$ cat config.mk
export PLATFORM = sky130hd
export DESIGN_NAME = cic_gauge
export DESIGN_NICKNAME = d
export VERILOG_FILES = /design/src/logic/cic_pkg.sv /design/src/logic/cic_gauge.sv
export SDC_FILE = /design/constraint.sdc
export NUM_CORES = 2
export LEC_CHECK = 0
export BUFFER_PORTS_ARGS = -buffer_cell sky130_fd_sc_hd__buf_2
export CORE_MARGIN = 2
export CORE_UTILIZATION = 69
export CTS_BUF_LIST = sky130_fd_sc_hd__clkbuf_16
export DETAILED_ROUTE_END_ITERATION = 10
export GPL_ROUTABILITY_DRIVEN = 0
export MAX_ROUTING_LAYER = met4
export PLACE_DENSITY = 0.85
export SLEW_MARGIN = 20
export SYNTH_ARGS = -nofsm -noshare
export SYNTH_HDL_FRONTEND = slang
export SYNTH_SLANG_ARGS = --single-unit
$ cat constraint.sdc
create_clock -name clk -period 33.7 [get_ports clk]
set_clock_uncertainty 0.1 [all_clocks]
set_input_delay 1.685 -clock clk [delete_from_list [all_inputs] [get_ports clk]]
set_output_delay 1.685 -clock clk [all_outputs]
set_load 0.005 [all_outputs]
$ cat src/logic/cic_pkg.sv
package cic_pkg;

  // clock and time base
  localparam int unsigned CLK_MHZ        = 200;
  localparam int unsigned CAL_PERIOD_MS  = 1280;
  localparam int unsigned FULL_CAL_MS    = 5120;
  localparam int unsigned AVG_WINDOW_MS  = 5120;
  localparam int unsigned FULL_DELAY_MS  = 40000;
  localparam int unsigned SLEEP_DETECT_US = 2000;
  localparam int unsigned TICK_CYCLES    = CAL_PERIOD_MS * 1000 * CLK_MHZ;
  localparam int unsigned SLEEP_CYCLES   = SLEEP_DETECT_US * CLK_MHZ;
  localparam logic [5:0]  FULL_CAL_TICKS = 6'(FULL_CAL_MS / CAL_PERIOD_MS);
  localparam logic [5:0]  AVG_WIN_TICKS  = 6'(AVG_WINDOW_MS / CAL_PERIOD_MS);
  localparam logic [5:0]  FULL_DELAY_TICKS =
    6'((FULL_DELAY_MS + CAL_PERIOD_MS - 1) / CAL_PERIOD_MS);

  // measurement scaling
  localparam int unsigned DMF_STEP_NV    = 4900;
  localparam int unsigned INT_LSB_NV     = 4900;
  localparam logic [7:0]  DMF_STEP_LSB   = 8'(DMF_STEP_NV / INT_LSB_NV);
  localparam int unsigned CAP_RES_NVH    = 3570;
  localparam logic [15:0] CAP_UNIT_COUNTS = 16'h0010;
  localparam int unsigned EDV1_SHIFT     = 4;
  localparam logic [15:0] TTE_SCALE      = 16'(CAP_RES_NVH * 60 / INT_LSB_NV);

  // register byte addresses
  localparam logic [7:0] ADDR_CTRL     = 8'h00;
  localparam logic [7:0] ADDR_STATUS   = 8'h04;
  localparam logic [7:0] ADDR_DMF      = 8'h08;
  localparam logic [7:0] ADDR_USEROFF  = 8'h0c;
  localparam logic [7:0] ADDR_EDV1     = 8'h10;
  localparam logic [7:0] ADDR_EDVF     = 8'h14;
  localparam logic [7:0] ADDR_DESCAP   = 8'h18;
  localparam logic [7:0] ADDR_SBCUR    = 8'h1c;
  localparam logic [7:0] ADDR_ARCUR    = 8'h20;
  localparam logic [7:0] ADDR_CURRENT  = 8'h24;
  localparam logic [7:0] ADDR_CAPACITY = 8'h28;
  localparam logic [7:0] ADDR_VOLT     = 8'h2c;
  localparam logic [7:0] ADDR_TTE_SB   = 8'h30;
  localparam logic [7:0] ADDR_TTE_MEAS = 8'h34;
  localparam logic [7:0] ADDR_TTE_AR   = 8'h38;
  localparam logic [7:0] ADDR_INTOFF   = 8'h3c;
  localparam logic [7:0] ADDR_IRQSTAT  = 8'h40;
  localparam logic [7:0] ADDR_IRQMASK  = 8'h44;

  // reset values
  localparam logic [7:0]  CTRL_RST   = 8'h00;
  localparam logic [7:0]  DMF_RST    = 8'h00;
  localparam logic [15:0] WORD16_RST = 16'h0000;
  localparam logic [15:0] TTE_RST    = 16'hffff;

  // field positions
  localparam int unsigned CTRL_SHORTCUT_BIT = 0;
  localparam int unsigned CTRL_CALREQ_BIT   = 1;
  localparam int unsigned STAT_CALACT_BIT   = 0;
  localparam int unsigned STAT_FULLRST_BIT  = 1;
  localparam int unsigned STAT_SLEEP_BIT    = 2;
  localparam int unsigned STAT_QUICK_BIT    = 3;
  localparam int unsigned STAT_EDV1_BIT     = 4;
  localparam int unsigned STAT_EDVF_BIT     = 5;
  localparam int unsigned IRQ_W       = 5;
  localparam int unsigned IRQ_CALDONE = 0;
  localparam int unsigned IRQ_WINDOW  = 1;
  localparam int unsigned IRQ_EDV1    = 2;
  localparam int unsigned IRQ_EDVF    = 3;
  localparam int unsigned IRQ_SLEEP   = 4;

  // shared divider jobs
  localparam int unsigned JOB_W       = 5;
  localparam int unsigned JOB_AVG     = 0;
  localparam int unsigned JOB_OFF     = 1;
  localparam int unsigned JOB_TTE_SB  = 2;
  localparam int unsigned JOB_TTE_MS  = 3;
  localparam int unsigned JOB_TTE_AR  = 4;
  localparam logic [5:0]  DIV_STEPS   = 6'd32;

  typedef enum logic [2:0] {
    CIC_BOOT,
    CIC_IDLE,
    CIC_QSETTLE,
    CIC_QMEAS,
    CIC_FULL
  } cic_state_t;

endpackage

$ cat src/logic/cic_gauge.sv
// The Avalon-MM interface to the registers was left to the implementer.
module cic_gauge
  import cic_pkg::*;
#(
  parameter int unsigned TICK_CYC  = cic_pkg::TICK_CYCLES,
  parameter int unsigned SLEEP_CYC = cic_pkg::SLEEP_CYCLES
)(
  // clock and reset
  input  wire logic        clk,
  input  wire logic        rst,
  // avalon-mm slave
  input  wire logic [7:0]  avsAddress,
  input  wire logic        avsRead,
  input  wire logic        avsWrite,
  input  wire logic [31:0] avsWriteData,
  input  wire logic [3:0]  avsByteEnable,
  output logic      [31:0] avsReadData,
  output logic             avsWaitRequest,
  // front end results, same clock
  input  wire logic        chgValid,
  input  wire logic [15:0] chgSample,
  input  wire logic        offValid,
  input  wire logic [15:0] offSample,
  input  wire logic        voltValid,
  input  wire logic [15:0] voltRaw,
  input  wire logic [15:0] voltOffset,
  input  wire logic        condChange,
  input  wire logic        checksumOk,
  // communication line level, asynchronous
  input  wire logic        commLine,
  // outputs
  output logic             calMode,
  output logic             sleepMode,
  output logic             irq
);
  import cic_pkg::*;

  typedef struct packed {
    cic_state_t        st;
    logic [31:0]       tickCnt;
    logic [5:0]        phaseTicks;
    logic [5:0]        delayTicks;
    logic [5:0]        winTicks;
    logic              fullReset;
    logic              firstPeriod;
    logic              shortcut;
    logic              calReqPend;
    logic [7:0]        ctrl;
    logic [7:0]        magnitude_threshold_filter;
    logic [15:0]       userOff;
    logic [15:0]       edv1;
    logic [15:0]       edvF;
    logic [15:0]       designCap;
    logic [15:0]       standbyCur;
    logic [15:0]       atRateCur;
    logic [31:0]       curSum;
    logic [15:0]       curCnt;
    logic [31:0]       avgNum;
    logic [15:0]       avgDen;
    logic [15:0]       current;
    logic [31:0]       offSum;
    logic [15:0]       offCnt;
    logic [31:0]       calNum;
    logic [15:0]       calDen;
    logic [15:0]       intOff;
    logic [15:0]       capacity;
    logic [15:0]       capFrac;
    logic [15:0]       volt;
    logic              edv1Hit;
    logic              edvFHit;
    logic [15:0]       tteSb;
    logic [15:0]       tteMs;
    logic [15:0]       tteAr;
    logic              divBusy;
    logic [2:0]        divJob;
    logic [JOB_W-1:0]  divPend;
    logic [31:0]       divRem;
    logic [31:0]       divQuo;
    logic [31:0]       divDen;
    logic [5:0]        divCnt;
    logic              divNeg;
    logic              commS1;
    logic              commS2;
    logic [31:0]       sleepCnt;
    logic              sleep;
    logic [IRQ_W-1:0]  irqStat;
    logic [IRQ_W-1:0]  irqMask;
    logic              irq;
    logic              waitReq;
    logic [31:0]       readData;
    logic              calMode;
  } cic_core_t;

  cic_core_t s_q;
  cic_core_t s_d;

  // helpers
  function automatic logic [31:0] absv(input logic [31:0] v);
    absv = v[31] ? 32'(-v) : v;
  endfunction

  function automatic logic [15:0] sat16(input logic [31:0] mag, input logic neg);
    logic [15:0] m;
    m = (mag > 32'h00007fff) ? 16'h7fff : mag[15:0];
    sat16 = neg ? 16'(-m) : m;
  endfunction

  function automatic logic [31:0] beMerge(input logic [31:0] old, input logic [31:0] wd,
                                          input logic [3:0] be);
    logic [31:0] r;
    r = old;
    for (int i = 0; i < 4; i++)
      if (be[i]) r[8*i +: 8] = wd[8*i +: 8];
    beMerge = r;
  endfunction

  logic              tickEn;
  logic              wrEn;
  logic [31:0]       wrWord;
  logic [7:0]        wordAddr;
  logic [31:0]       rdMux;
  logic signed [17:0] corr;
  logic [17:0]       mag;
  logic [17:0]       thresh;
  logic              pass;
  logic [15:0]       capNext;
  logic [15:0]       fracNext;
  logic [IRQ_W-1:0]  irqSet;
  logic [32:0]       divTmp;
  logic [31:0]       tteNum;
  logic [31:0]       jobNum;
  logic [31:0]       jobDen;
  logic              jobNeg;
  logic [2:0]        jobSel;
  logic [31:0]       prevWord;

  always_comb
  begin
    s_d      = s_q;
    irqSet   = '0;
    tickEn   = (s_q.tickCnt == 32'(TICK_CYC - 1));
    wordAddr = {avsAddress[7:2], 2'b00};
    wrEn     = avsWrite && !s_q.waitReq;
    corr     = 18'sd0;
    mag      = 18'd0;
    thresh   = 18'd0;
    pass     = 1'b0;
    capNext  = s_q.capacity;
    fracNext = s_q.capFrac;
    divTmp   = 33'd0;
    tteNum   = s_q.capacity * TTE_SCALE;
    jobNum   = 32'd0;
    jobDen   = 32'd0;
    jobNeg   = 1'b0;
    jobSel   = 3'd0;
    prevWord = 32'd0;
    wrWord   = 32'd0;

    // read mux, unmapped reads zero
    case (wordAddr)
      ADDR_CTRL:     rdMux = {24'h000000, s_q.ctrl};
      ADDR_STATUS:   rdMux = {26'h0000000, s_q.edvFHit, s_q.edv1Hit,
                              s_q.st == CIC_QSETTLE || s_q.st == CIC_QMEAS,
                              s_q.sleep, s_q.fullReset, s_q.calMode};
      ADDR_DMF:      rdMux = {24'h000000, s_q.magnitude_threshold_filter};
      ADDR_USEROFF:  rdMux = {16'h0000, s_q.userOff};
      ADDR_EDV1:     rdMux = {16'h0000, s_q.edv1};
      ADDR_EDVF:     rdMux = {16'h0000, s_q.edvF};
      ADDR_DESCAP:   rdMux = {16'h0000, s_q.designCap};
      ADDR_SBCUR:    rdMux = {16'h0000, s_q.standbyCur};
      ADDR_ARCUR:    rdMux = {16'h0000, s_q.atRateCur};
      ADDR_CURRENT:  rdMux = {16'h0000, s_q.current};
      ADDR_CAPACITY: rdMux = {16'h0000, s_q.capacity};
      ADDR_VOLT:     rdMux = {16'h0000, s_q.volt};
      ADDR_TTE_SB:   rdMux = {16'h0000, s_q.tteSb};
      ADDR_TTE_MEAS: rdMux = {16'h0000, s_q.tteMs};
      ADDR_TTE_AR:   rdMux = {16'h0000, s_q.tteAr};
      ADDR_INTOFF:   rdMux = {16'h0000, s_q.intOff};
      ADDR_IRQSTAT:  rdMux = {27'h0000000, s_q.irqStat};
      ADDR_IRQMASK:  rdMux = {27'h0000000, s_q.irqMask};
      default:       rdMux = 32'h00000000;
    endcase

    // bus handshake: one wait cycle, then data and ack together
    if ((avsRead || avsWrite) && s_q.waitReq)
    begin
      s_d.waitReq  = 1'b0;
      s_d.readData = rdMux;
    end
    else
      s_d.waitReq = 1'b1;

    // time base, one tick per calibration period
    s_d.tickCnt = tickEn ? 32'd0 : s_q.tickCnt + 32'd1;
    if (tickEn && s_q.delayTicks != 6'd0)
      s_d.delayTicks = s_q.delayTicks - 6'd1;

    // calibration sequencer
    if (condChange)
      s_d.calReqPend = 1'b1;
    case (s_q.st)
      CIC_BOOT:
      begin
        s_d.tickCnt   = 32'd0;
        s_d.fullReset = !checksumOk;
        if (!checksumOk)
        begin
          s_d.st          = CIC_QSETTLE;
          s_d.firstPeriod = 1'b1;
          s_d.delayTicks  = FULL_DELAY_TICKS;
          s_d.capacity    = WORD16_RST;
        end
        else
        begin
          s_d.st         = CIC_IDLE;
          s_d.calReqPend = 1'b1;
        end
      end
      CIC_QSETTLE:
        if (tickEn)
        begin
          s_d.firstPeriod = 1'b0;
          if (s_q.shortcut)
          begin
            s_d.calNum          = s_q.offSum;
            s_d.calDen          = s_q.offCnt;
            s_d.divPend[JOB_OFF] = 1'b1;
            s_d.st              = CIC_IDLE;
            irqSet[IRQ_CALDONE] = 1'b1;
          end
          else
            s_d.st = CIC_QMEAS; // first period discarded
          s_d.offSum = 32'd0;
          s_d.offCnt = 16'd0;
        end
      CIC_QMEAS:
        if (tickEn)
        begin
          s_d.calNum           = s_q.offSum;
          s_d.calDen           = s_q.offCnt;
          s_d.divPend[JOB_OFF] = 1'b1;
          s_d.st               = CIC_IDLE;
          irqSet[IRQ_CALDONE]  = 1'b1;
        end
      CIC_FULL:
        if (tickEn)
        begin
          if (s_q.phaseTicks == FULL_CAL_TICKS - 6'd1)
          begin
            s_d.calNum           = s_q.offSum;
            s_d.calDen           = s_q.offCnt;
            s_d.divPend[JOB_OFF] = 1'b1;
            s_d.st               = CIC_IDLE;
            s_d.winTicks         = 6'd0; // fresh window after freeze
            s_d.curSum           = 32'd0;
            s_d.curCnt           = 16'd0;
            irqSet[IRQ_CALDONE]  = 1'b1;
          end
          else
            s_d.phaseTicks = s_q.phaseTicks + 6'd1;
        end
      CIC_IDLE:
        if (s_q.calReqPend && s_q.delayTicks == 6'd0 && !condChange)
        begin
          s_d.st         = CIC_FULL;
          s_d.calReqPend = 1'b0;
          s_d.phaseTicks = 6'd0;
          s_d.offSum     = 32'd0;
          s_d.offCnt     = 16'd0;
        end
      default: s_d.st = CIC_IDLE;
    endcase
    s_d.calMode = (s_d.st != CIC_IDLE) && (s_d.st != CIC_BOOT);

    // offset samples gathered while calibrating
    if (offValid && s_q.calMode && s_d.st == s_q.st)
    begin
      s_d.offSum = s_q.offSum + {{16{offSample[15]}}, offSample};
      s_d.offCnt = s_q.offCnt + 16'd1;
    end

    // charge samples: offset correction, filter, capacity
    if (chgValid)
    begin
      corr   = $signed({{2{chgSample[15]}}, chgSample})
             - $signed({{2{s_q.intOff[15]}}, s_q.intOff})
             - $signed({{2{s_q.userOff[15]}}, s_q.userOff});
      mag    = corr[17] ? 18'(-corr) : 18'(corr);
      thresh = 18'(s_q.magnitude_threshold_filter * DMF_STEP_LSB);
      pass   = (s_q.magnitude_threshold_filter == 8'h00) ? (corr != 18'sd0) : (mag >= thresh);
      if (pass)
      begin
        fracNext = s_q.capFrac + corr[15:0];
        if (!fracNext[15] && fracNext >= CAP_UNIT_COUNTS)
        begin
          fracNext = fracNext - CAP_UNIT_COUNTS;
          if (s_q.capacity != 16'hffff)
            capNext = s_q.capacity + 16'd1;
        end
        else if (fracNext[15] && 16'(-fracNext) >= CAP_UNIT_COUNTS)
        begin
          fracNext = fracNext + CAP_UNIT_COUNTS;
          if (s_q.capacity != 16'h0000)
            capNext = s_q.capacity - 16'd1;
        end
        s_d.capacity = capNext;
        s_d.capFrac  = fracNext;
      end
      if (s_q.st != CIC_FULL)
      begin
        s_d.curSum = s_q.curSum + {{14{corr[17]}}, corr};
        s_d.curCnt = s_q.curCnt + 16'd1;
      end
    end

    // averaging window close, held off during full calibration
    if (tickEn && s_q.st != CIC_FULL && s_q.st != CIC_BOOT)
    begin
      if (s_q.winTicks == AVG_WIN_TICKS - 6'd1)
      begin
        s_d.avgNum           = s_d.curSum;
        s_d.avgDen           = s_d.curCnt;
        s_d.divPend[JOB_AVG] = 1'b1;
        s_d.curSum           = 32'd0;
        s_d.curCnt           = 16'd0;
        s_d.winTicks         = 6'd0;
        irqSet[IRQ_WINDOW]   = 1'b1;
      end
      else
        s_d.winTicks = s_q.winTicks + 6'd1;
    end

    // voltage and end-of-discharge alignment
    if (voltValid)
    begin
      s_d.volt = voltRaw - voltOffset;
      if (s_d.volt <= s_q.edvF && !s_q.edvFHit)
      begin
        s_d.capacity     = WORD16_RST;
        s_d.capFrac      = WORD16_RST;
        s_d.edvFHit      = 1'b1;
        s_d.edv1Hit      = 1'b1;
        irqSet[IRQ_EDVF] = 1'b1;
      end
      else if (s_d.volt <= s_q.edv1 && !s_q.edv1Hit)
      begin
        s_d.capacity     = s_q.designCap >> EDV1_SHIFT;
        s_d.capFrac      = WORD16_RST;
        s_d.edv1Hit      = 1'b1;
        irqSet[IRQ_EDV1] = 1'b1;
      end
      else if (s_d.volt > s_q.edv1)
      begin
        s_d.edv1Hit = 1'b0;
        s_d.edvFHit = 1'b0;
      end
    end

    // shared restoring divider for averages and run times
    if (s_q.divBusy)
    begin
      divTmp       = {s_q.divRem, s_q.divQuo[31]};
      s_d.divQuo   = {s_q.divQuo[30:0], 1'b0};
      s_d.divRem   = divTmp[31:0];
      if (divTmp >= {1'b0, s_q.divDen})
      begin
        s_d.divRem    = 32'(divTmp - {1'b0, s_q.divDen});
        s_d.divQuo[0] = 1'b1;
      end
      s_d.divCnt = s_q.divCnt + 6'd1;
      if (s_q.divCnt == DIV_STEPS - 6'd1)
      begin
        s_d.divBusy = 1'b0;
        case (s_q.divJob)
          3'(JOB_AVG):
          begin
            if (s_q.st != CIC_FULL)
              s_d.current = sat16(s_d.divQuo, s_q.divNeg);
            s_d.divPend[JOB_TTE_AR:JOB_TTE_SB] = 3'b111;
          end
          3'(JOB_OFF):    s_d.intOff = sat16(s_d.divQuo, s_q.divNeg);
          3'(JOB_TTE_SB): s_d.tteSb = (|s_d.divQuo[31:16]) ? TTE_RST : s_d.divQuo[15:0];
          3'(JOB_TTE_MS): s_d.tteMs = (|s_d.divQuo[31:16]) ? TTE_RST : s_d.divQuo[15:0];
          default:        s_d.tteAr = (|s_d.divQuo[31:16]) ? TTE_RST : s_d.divQuo[15:0];
        endcase
      end
    end
    else if (s_q.divPend != '0)
    begin
      for (int j = JOB_W - 1; j >= 0; j--)
        if (s_q.divPend[j]) jobSel = 3'(j);
      case (jobSel)
        3'(JOB_AVG): begin jobNum = s_q.avgNum; jobDen = {16'h0000, s_q.avgDen}; end
        3'(JOB_OFF): begin jobNum = s_q.calNum; jobDen = {16'h0000, s_q.calDen}; end
        3'(JOB_TTE_SB): begin jobNum = tteNum; jobDen = absv({{16{s_q.standbyCur[15]}}, s_q.standbyCur}); end
        3'(JOB_TTE_MS): begin jobNum = tteNum; jobDen = absv({{16{s_q.current[15]}}, s_q.current}); end
        default: begin jobNum = tteNum; jobDen = absv({{16{s_q.atRateCur[15]}}, s_q.atRateCur}); end
      endcase
      jobNeg = (jobSel <= 3'(JOB_OFF)) && jobNum[31];
      s_d.divPend[jobSel] = 1'b0;
      if (jobDen != 32'd0)
      begin
        s_d.divBusy = 1'b1;
        s_d.divJob  = jobSel;
        s_d.divQuo  = (jobSel <= 3'(JOB_OFF)) ? absv(jobNum) : jobNum;
        s_d.divRem  = 32'd0;
        s_d.divDen  = jobDen;
        s_d.divNeg  = jobNeg;
        s_d.divCnt  = 6'd0;
      end
      else if (jobSel == 3'(JOB_TTE_SB))
        s_d.tteSb = TTE_RST; // no load, run time unbounded
      else if (jobSel == 3'(JOB_TTE_MS))
        s_d.tteMs = TTE_RST;
      else if (jobSel == 3'(JOB_TTE_AR))
        s_d.tteAr = TTE_RST;
    end

    // sleep detect on synchronised communication line
    s_d.commS1 = commLine;
    s_d.commS2 = s_q.commS1;
    if (s_q.commS2)
    begin
      s_d.sleepCnt = 32'd0;
      s_d.sleep    = 1'b0;
    end
    else if (!s_q.sleep)
    begin
      s_d.sleepCnt = s_q.sleepCnt + 32'd1;
      if (s_q.sleepCnt == 32'(SLEEP_CYC - 1))
      begin
        s_d.sleep         = 1'b1;
        irqSet[IRQ_SLEEP] = 1'b1;
      end
    end

    // register writes
    if (wrEn)
    begin
      case (wordAddr)
        ADDR_CTRL:    prevWord = {24'h000000, s_q.ctrl};
        ADDR_DMF:     prevWord = {24'h000000, s_q.magnitude_threshold_filter};
        ADDR_USEROFF: prevWord = {16'h0000, s_q.userOff};
        ADDR_EDV1:    prevWord = {16'h0000, s_q.edv1};
        ADDR_EDVF:    prevWord = {16'h0000, s_q.edvF};
        ADDR_DESCAP:  prevWord = {16'h0000, s_q.designCap};
        ADDR_SBCUR:   prevWord = {16'h0000, s_q.standbyCur};
        ADDR_ARCUR:   prevWord = {16'h0000, s_q.atRateCur};
        ADDR_IRQMASK: prevWord = {27'h0000000, s_q.irqMask};
        default:      prevWord = 32'h00000000;
      endcase
      wrWord = beMerge(prevWord, avsWriteData, avsByteEnable);
      case (wordAddr)
        ADDR_CTRL:
        begin
          s_d.ctrl = wrWord[7:0];
          if (wrWord[CTRL_SHORTCUT_BIT] && s_q.firstPeriod && s_q.st == CIC_QSETTLE)
            s_d.shortcut = 1'b1;
          if (wrWord[CTRL_CALREQ_BIT])
            s_d.calReqPend = 1'b1;
        end
        ADDR_DMF:     s_d.magnitude_threshold_filter        = wrWord[7:0];
        ADDR_USEROFF: s_d.userOff    = wrWord[15:0];
        ADDR_EDV1:    s_d.edv1       = wrWord[15:0];
        ADDR_EDVF:    s_d.edvF       = wrWord[15:0];
        ADDR_DESCAP:  s_d.designCap  = wrWord[15:0];
        ADDR_SBCUR:   s_d.standbyCur = wrWord[15:0];
        ADDR_ARCUR:   s_d.atRateCur  = wrWord[15:0];
        ADDR_IRQSTAT: s_d.irqStat    = s_q.irqStat & ~(avsWriteData[IRQ_W-1:0]
                                       & {IRQ_W{avsByteEnable[0]}});
        ADDR_IRQMASK: s_d.irqMask    = wrWord[IRQ_W-1:0];
        default:      s_d.ctrl       = s_q.ctrl;
      endcase
    end

    // sticky events, set wins over clear
    s_d.irqStat = s_d.irqStat | irqSet;
    s_d.irq     = |(s_d.irqStat & s_d.irqMask);
  end

  // single state register
  always_ff @(posedge clk or posedge rst)
  begin
    if (rst)
    begin
      s_q            <= '0;
      s_q.st         <= CIC_BOOT;
      s_q.ctrl       <= CTRL_RST;
      s_q.magnitude_threshold_filter        <= DMF_RST;
      s_q.tteSb      <= TTE_RST;
      s_q.tteMs      <= TTE_RST;
      s_q.tteAr      <= TTE_RST;
      s_q.waitReq    <= 1'b1;
    end
    else
      s_q <= s_d;
  end

  // outputs straight from flops
  assign avsReadData    = s_q.readData;
  assign avsWaitRequest = s_q.waitReq;
  assign calMode        = s_q.calMode;
  assign sleepMode      = s_q.sleep;
  assign irq            = s_q.irq;

endmodule

# Word level (Yosys, flattened, before mapping)
# Index checks and enable logic that the tools add are counted.
dict set report totals {
  output_inout_bits 36
  register_bits 683
  in_bits 118
}
dict set report classes {
  n_reduce_logical 81
  eq_ne 57
  n_lt_le_gt_ge 11
  mux 155
  addsub 26
  mul 1
  bitwise_logic 8
}
# operator n
set op_table {}
lappend op_table {{two-way mux 48 bit} 12}
lappend op_table {{two-way mux 32 bit} 17}
lappend op_table {{two-way mux 16 bit} 24}
lappend op_table {{two-way mux 96 bit} 3}
lappend op_table {{case mux 16 bit (18 select lines)} 1}
lappend op_table {{two-way mux 160 bit} 1}
lappend op_table {{case mux 16 bit (9 select lines)} 1}
lappend op_table {{case mux 48 bit (3 select lines)} 1}
lappend op_table {{negator 32 bit} 4}
lappend op_table {{case mux 32 bit (4 select lines)} 1}
lappend op_table {{two-way mux 113 bit} 1}
lappend op_table {{two-way mux 103 bit} 1}
lappend op_table {{two-way mux 49 bit} 2}
lappend op_table {{case mux 48 bit (2 select lines)} 1}
lappend op_table {{two-way mux 6 bit} 12}
lappend op_table {{two-way mux 33 bit} 2}
lappend op_table {{adder 32 x 1 -> 32 bit (second input constant)} 2}
lappend op_table {{adder 32 bit} 2}
lappend op_table {{two-way mux 64 bit} 1}
lappend op_table {{case mux 32 bit (2 select lines)} 1}
lappend op_table {{two-way mux 50 bit} 1}
lappend op_table {{adder 16 x 1 -> 16 bit (second input constant)} 3}
lappend op_table {{equality test 6 x 4 -> 1 bit (second input constant)} 8}
lappend op_table {{two-way mux 3 bit} 15}
lappend op_table {{other kinds (75)} 222}

# Longest topological paths before layout
dict set report logic_depth {
  depth_word 17
  ltp_mapped 27
  mapped_depth_nobuf 26
}

# Worst setup path before layout
# OpenSTA, ideal clock, no wires.
dict set report synth_path {
  path_kind {input-to-reg}
  startpoint {input port chgSample[4]}
  endpoint {register s_q[277] in the netlist's numbering}
  path_buffers 2
  setup_ns 0.090
  stages 20
  slack_ns 26.270
  t_required_ns 33.510
  t_arrival_ns 7.240
  cell_sequence {fa_1 > ha_1 > nand2_1 > o31ai_1 > a31oi_1 > xnor2_1 > ha_1 > and3_1 > a2111o_1 > a311oi_2 > or3_1 > clkbuf_1 > nor3_1 > or3_1 > a2111oi_4 > nor3_2 > buf_6 > nand2_1 > mux2_2 > o221ai_1}
}
# item line_no
set synth_lines {}
lappend synth_lines {{start: declaration} cic_gauge.sv:21} ;# input wire logic [15:0] chgSample,
lappend synth_lines {{end: declaration} cic_gauge.sv:94} ;# cic_core_t s_q;

==> impl_results.md <==
* Yosys top cell by area: dfrtp_1
* Core Footprint at 64200 um^2
* Worst Max-Slew Pin Slew at roughly 1200 ps
* Drt wl/cell at 22.0 um
* Hold buffer count at CTS at 0
* Setup_tns at 0 ps
* Status: finished clean
* Hold Vio Cnt, Final at 0
* Root buf cell: clkbuf_16
* NumNets Final at 5551
* Syn_area_per_cell at 8.74 um^2
* H-tree depth at 3
* DRC at 0
* R2R depth at 20
* Max_slew headroom at 20.3%
* Mapped Area at 44600 um^2
* Setup Slack @ Placement at 24990 ps
* Worst hold start: s_d[78]
* TritonCTS clock tree: yes
* Reg2reg end: s_q[281]
* Post-Syn Instances at 5108
* Router iterations before antenna repair at 11
* Worst r2r src: s_q[292]
* Primary FF master, synth: dfrtp_1
* Kind of critical path: in -> reg
* Post-CTS setup repair buffer count at 0
* Cell variety after synth at 91
* Period utilization at around 25%
* Gr ovfl total at 0
* Via density at 6.68
* Antenna violations before repair at 7
* Sequential area share after synthesis at 37.5%
* Fin worst setup slack at 25410 ps
* Register-to-register setup slack at roughly 26000 ps
* Arrival time at the worst endpoint at 8740 ps
* Total track usage at 40.8%
* Final number of setup-violating endpoints at 0
* Die Y-Extent at 258 um
* Die W at 258 um
* Crit-path max FO at 14
* Fmax at 0.121 GHz
* P_leak at 22.5 nW
* Worst-case clock buffer depth at 3
* Skew-Pair Late Insertion Delay at 650 ps
* FF+latch count, synth at 667
* Initial cell density of the core at 69.5%
* Power density over cell area at 58.3 nW/um^2
* Max-cap violations at 0
* Boundary Pins at around 150
* Number of global-route vias before repair at 38400
* Area growth, synth to finish at 7.77%
* RSZ-0062 raised after global routing: false
* VDD IR max at 0.0422 mV
* Min-Delay Path Depth at 0
* CTS buffer count at just over 70
* Post-synth top area share at 34.7%
* Worst Hold Path EP: s_q[78]
* Max Slew Vio Count at 0
* Min-Delay Path Class: reg -> reg
* Post-synth EDFFs at 0
* Largest net degree at the start of global routing at 183
* CP Capture Type: register
* Crit start category: primary input
* Clk sinks at 667
* Fin crit period at ~8300 ps
* Critical Path RT at between 30000 and 40000 ps
* DP HPWL at 96000 um
* Routed Antenna Nets at 0
* Clk slew on worst S/H paths at 60 ps
* Cells resized by post-CTS repair at 0
* IO buf count at 117
* WL final at 133000 um
* Std cell rows at 93
* Routed vias at 40300
* Die area at about 67000 um^2
* FFs w/ async S/R, synth at 100%
* Global-route wire length before repair at 209000 um
* Drt initial violations at 5218
* Synth Warn # at 0
* Top post-synthesis cells by area: dfrtp_1 (35%), ha_1 (7.9%), nand2_1 (5.7%), o21ai_0 (4.3%), nor2_1 (4.1%)
* Share of layout cells above drive strength 1 at 10.2%
[critical path, stage by stage]
cell       delay [ps]
buf_2             130
fa_1              500
ha_1              440
a21oi_1           100
o21ai_0           500
nor2_1            190
xnor2_1           780
ha_1              450
and3_1            260
a2111o_1          430
a311oi_2          520
or3_1             360
nor4_1             90
o21ai_0           480
a2111oi_4         190
nor3_2            800
a31oi_1           250
or4_1             450
o211ai_1          120
[power by group]
part	total [mW]	internal, mW	switching (mW)
Sequential	0.932	0.857	0.0752
Combinational	1.08	0.420	0.659
Clock	0.793	0.440	0.353
Total	2.80	1.72	1.09
[cell usage after synthesis (94+ instances only)]
cell and count:
nand2_1 673, dfrtp_1 618, nor2_1 483, o21ai_0 386, inv_1 315, ha_1 280
a21oi_1 240, clkbuf_1 199, xnor2_1 153, mux2_2 151, nand3_1 126, xor2_1 120
a31oi_1 94, nor3_1 94
[logic make-up (layout without fill, tap and decap cells)]
kind of cell	after synthesis	count (layout)	synth area share (%)
buffers and inverters	573	615	5.12
adder cells (fa/ha/maj)	326	326	9.92
other	1	24	0.00840
multiplexers	221	221	5.38
AO/OA/AOI/OAI	1285	1285	18.7
AND/OR/NAND/NOR	1762	1762	18.0
flip-flops	667	667	37.5
XOR/XNOR	273	273	5.36
[metrics by stage]
| stage | total power [mW] | area (um^2) | utilization (%) | hold WS [ps] | instances |
|---|---|---|---|---|---|
| after floorplan | 1.73 | 44700 | - | 231 | 5123 |
| after global placement | 1.94 | 45700 | 71.2 | 236 | 5888 |
| after global routing | 2.95 | 48100 | 74.9 | 254 | 6028 |
| final | 2.80 | 48100 | 74.9 | 251 | 6028 |
| after detailed placement | 1.98 | 45700 | 71.2 | 240 | 5888 |
| after CTS | 2.77 | 48100 | 74.8 | 254 | 6020 |
[final cells by class]
cell class / count / area [um^2]
diodes: 8 / 20.0
clock buffers: 75 / 1880
clock inverters: 57 / 447
fillers: 4490 / 16100
inverters: 317 / 1200
multi-input cells: 3883 / 25700
flip-flops and latches: 667 / 16800
well taps: 855 / 1070
repair buffers: 166 / 982
[sequential cells by signal, summed over array words and instances, names as in the netlist]
name and flops:
irq 1, avsReadData 16, s_d 1, avsWaitRequest 1, sleepMode 1, calMode 1
s_q 646
[routing by layer]
| layer | GRT usage, % | wire [um] | vias to the layer above |
|---|---|---|---|
| li1 | - | - | 18100 |
| met1 | 51.6 | 50800 | 19300 |
| met2 | 59.4 | 58000 | 2316 |
| met3 | 11.7 | 15800 | 578 |
| met4 | 22.2 | 8350 | 0 |
| met5 | - | 0 | - |
[worst max path at each step]
| stage | to | slack, ps | startpoint | cells past startpoint |
|---|---|---|---|---|
| 2_1_floorplan | avsReadData[0] | 13300 | rst | 1 |
| 3_3_place_gp | s_q[275] | 25090 | chgSample[2] | 20 |
| 3_5_place_dp | s_q[275] | 24990 | chgSample[2] | 20 |
| 4_1_cts | s_q[275] | 25600 | chgSample[2] | 20 |
| 5_1_grt | s_q[280] | 25010 | chgSample[7] | 19 |
| 6_report | s_q[281] | 25410 | chgSample[7] | 19 |
[cells in the final DEF (no fill, tap or decap), drive strengths merged, types with 27 or more instances in the layout]
master    n
nand2   673
dfrtp   618
nor2    483
o21ai   388
inv     335
ha      280
a21oi   241
buf     166
xnor2   153
mux2    151
nand3   126
xor2    120
nor3     96
a31oi    94
a22oi    77
clkbuf   75
a21o     71
mux2i    70
and3     69
nand4    51
dfstp    49
nor4     47
fa       46
o21a     41
or3      40
o31ai    35
a211oi   34
nand2b   30
o211ai   30
a222oi   29
nor2b    29
clkinv   27
Power figures use the tool's default switching activity.
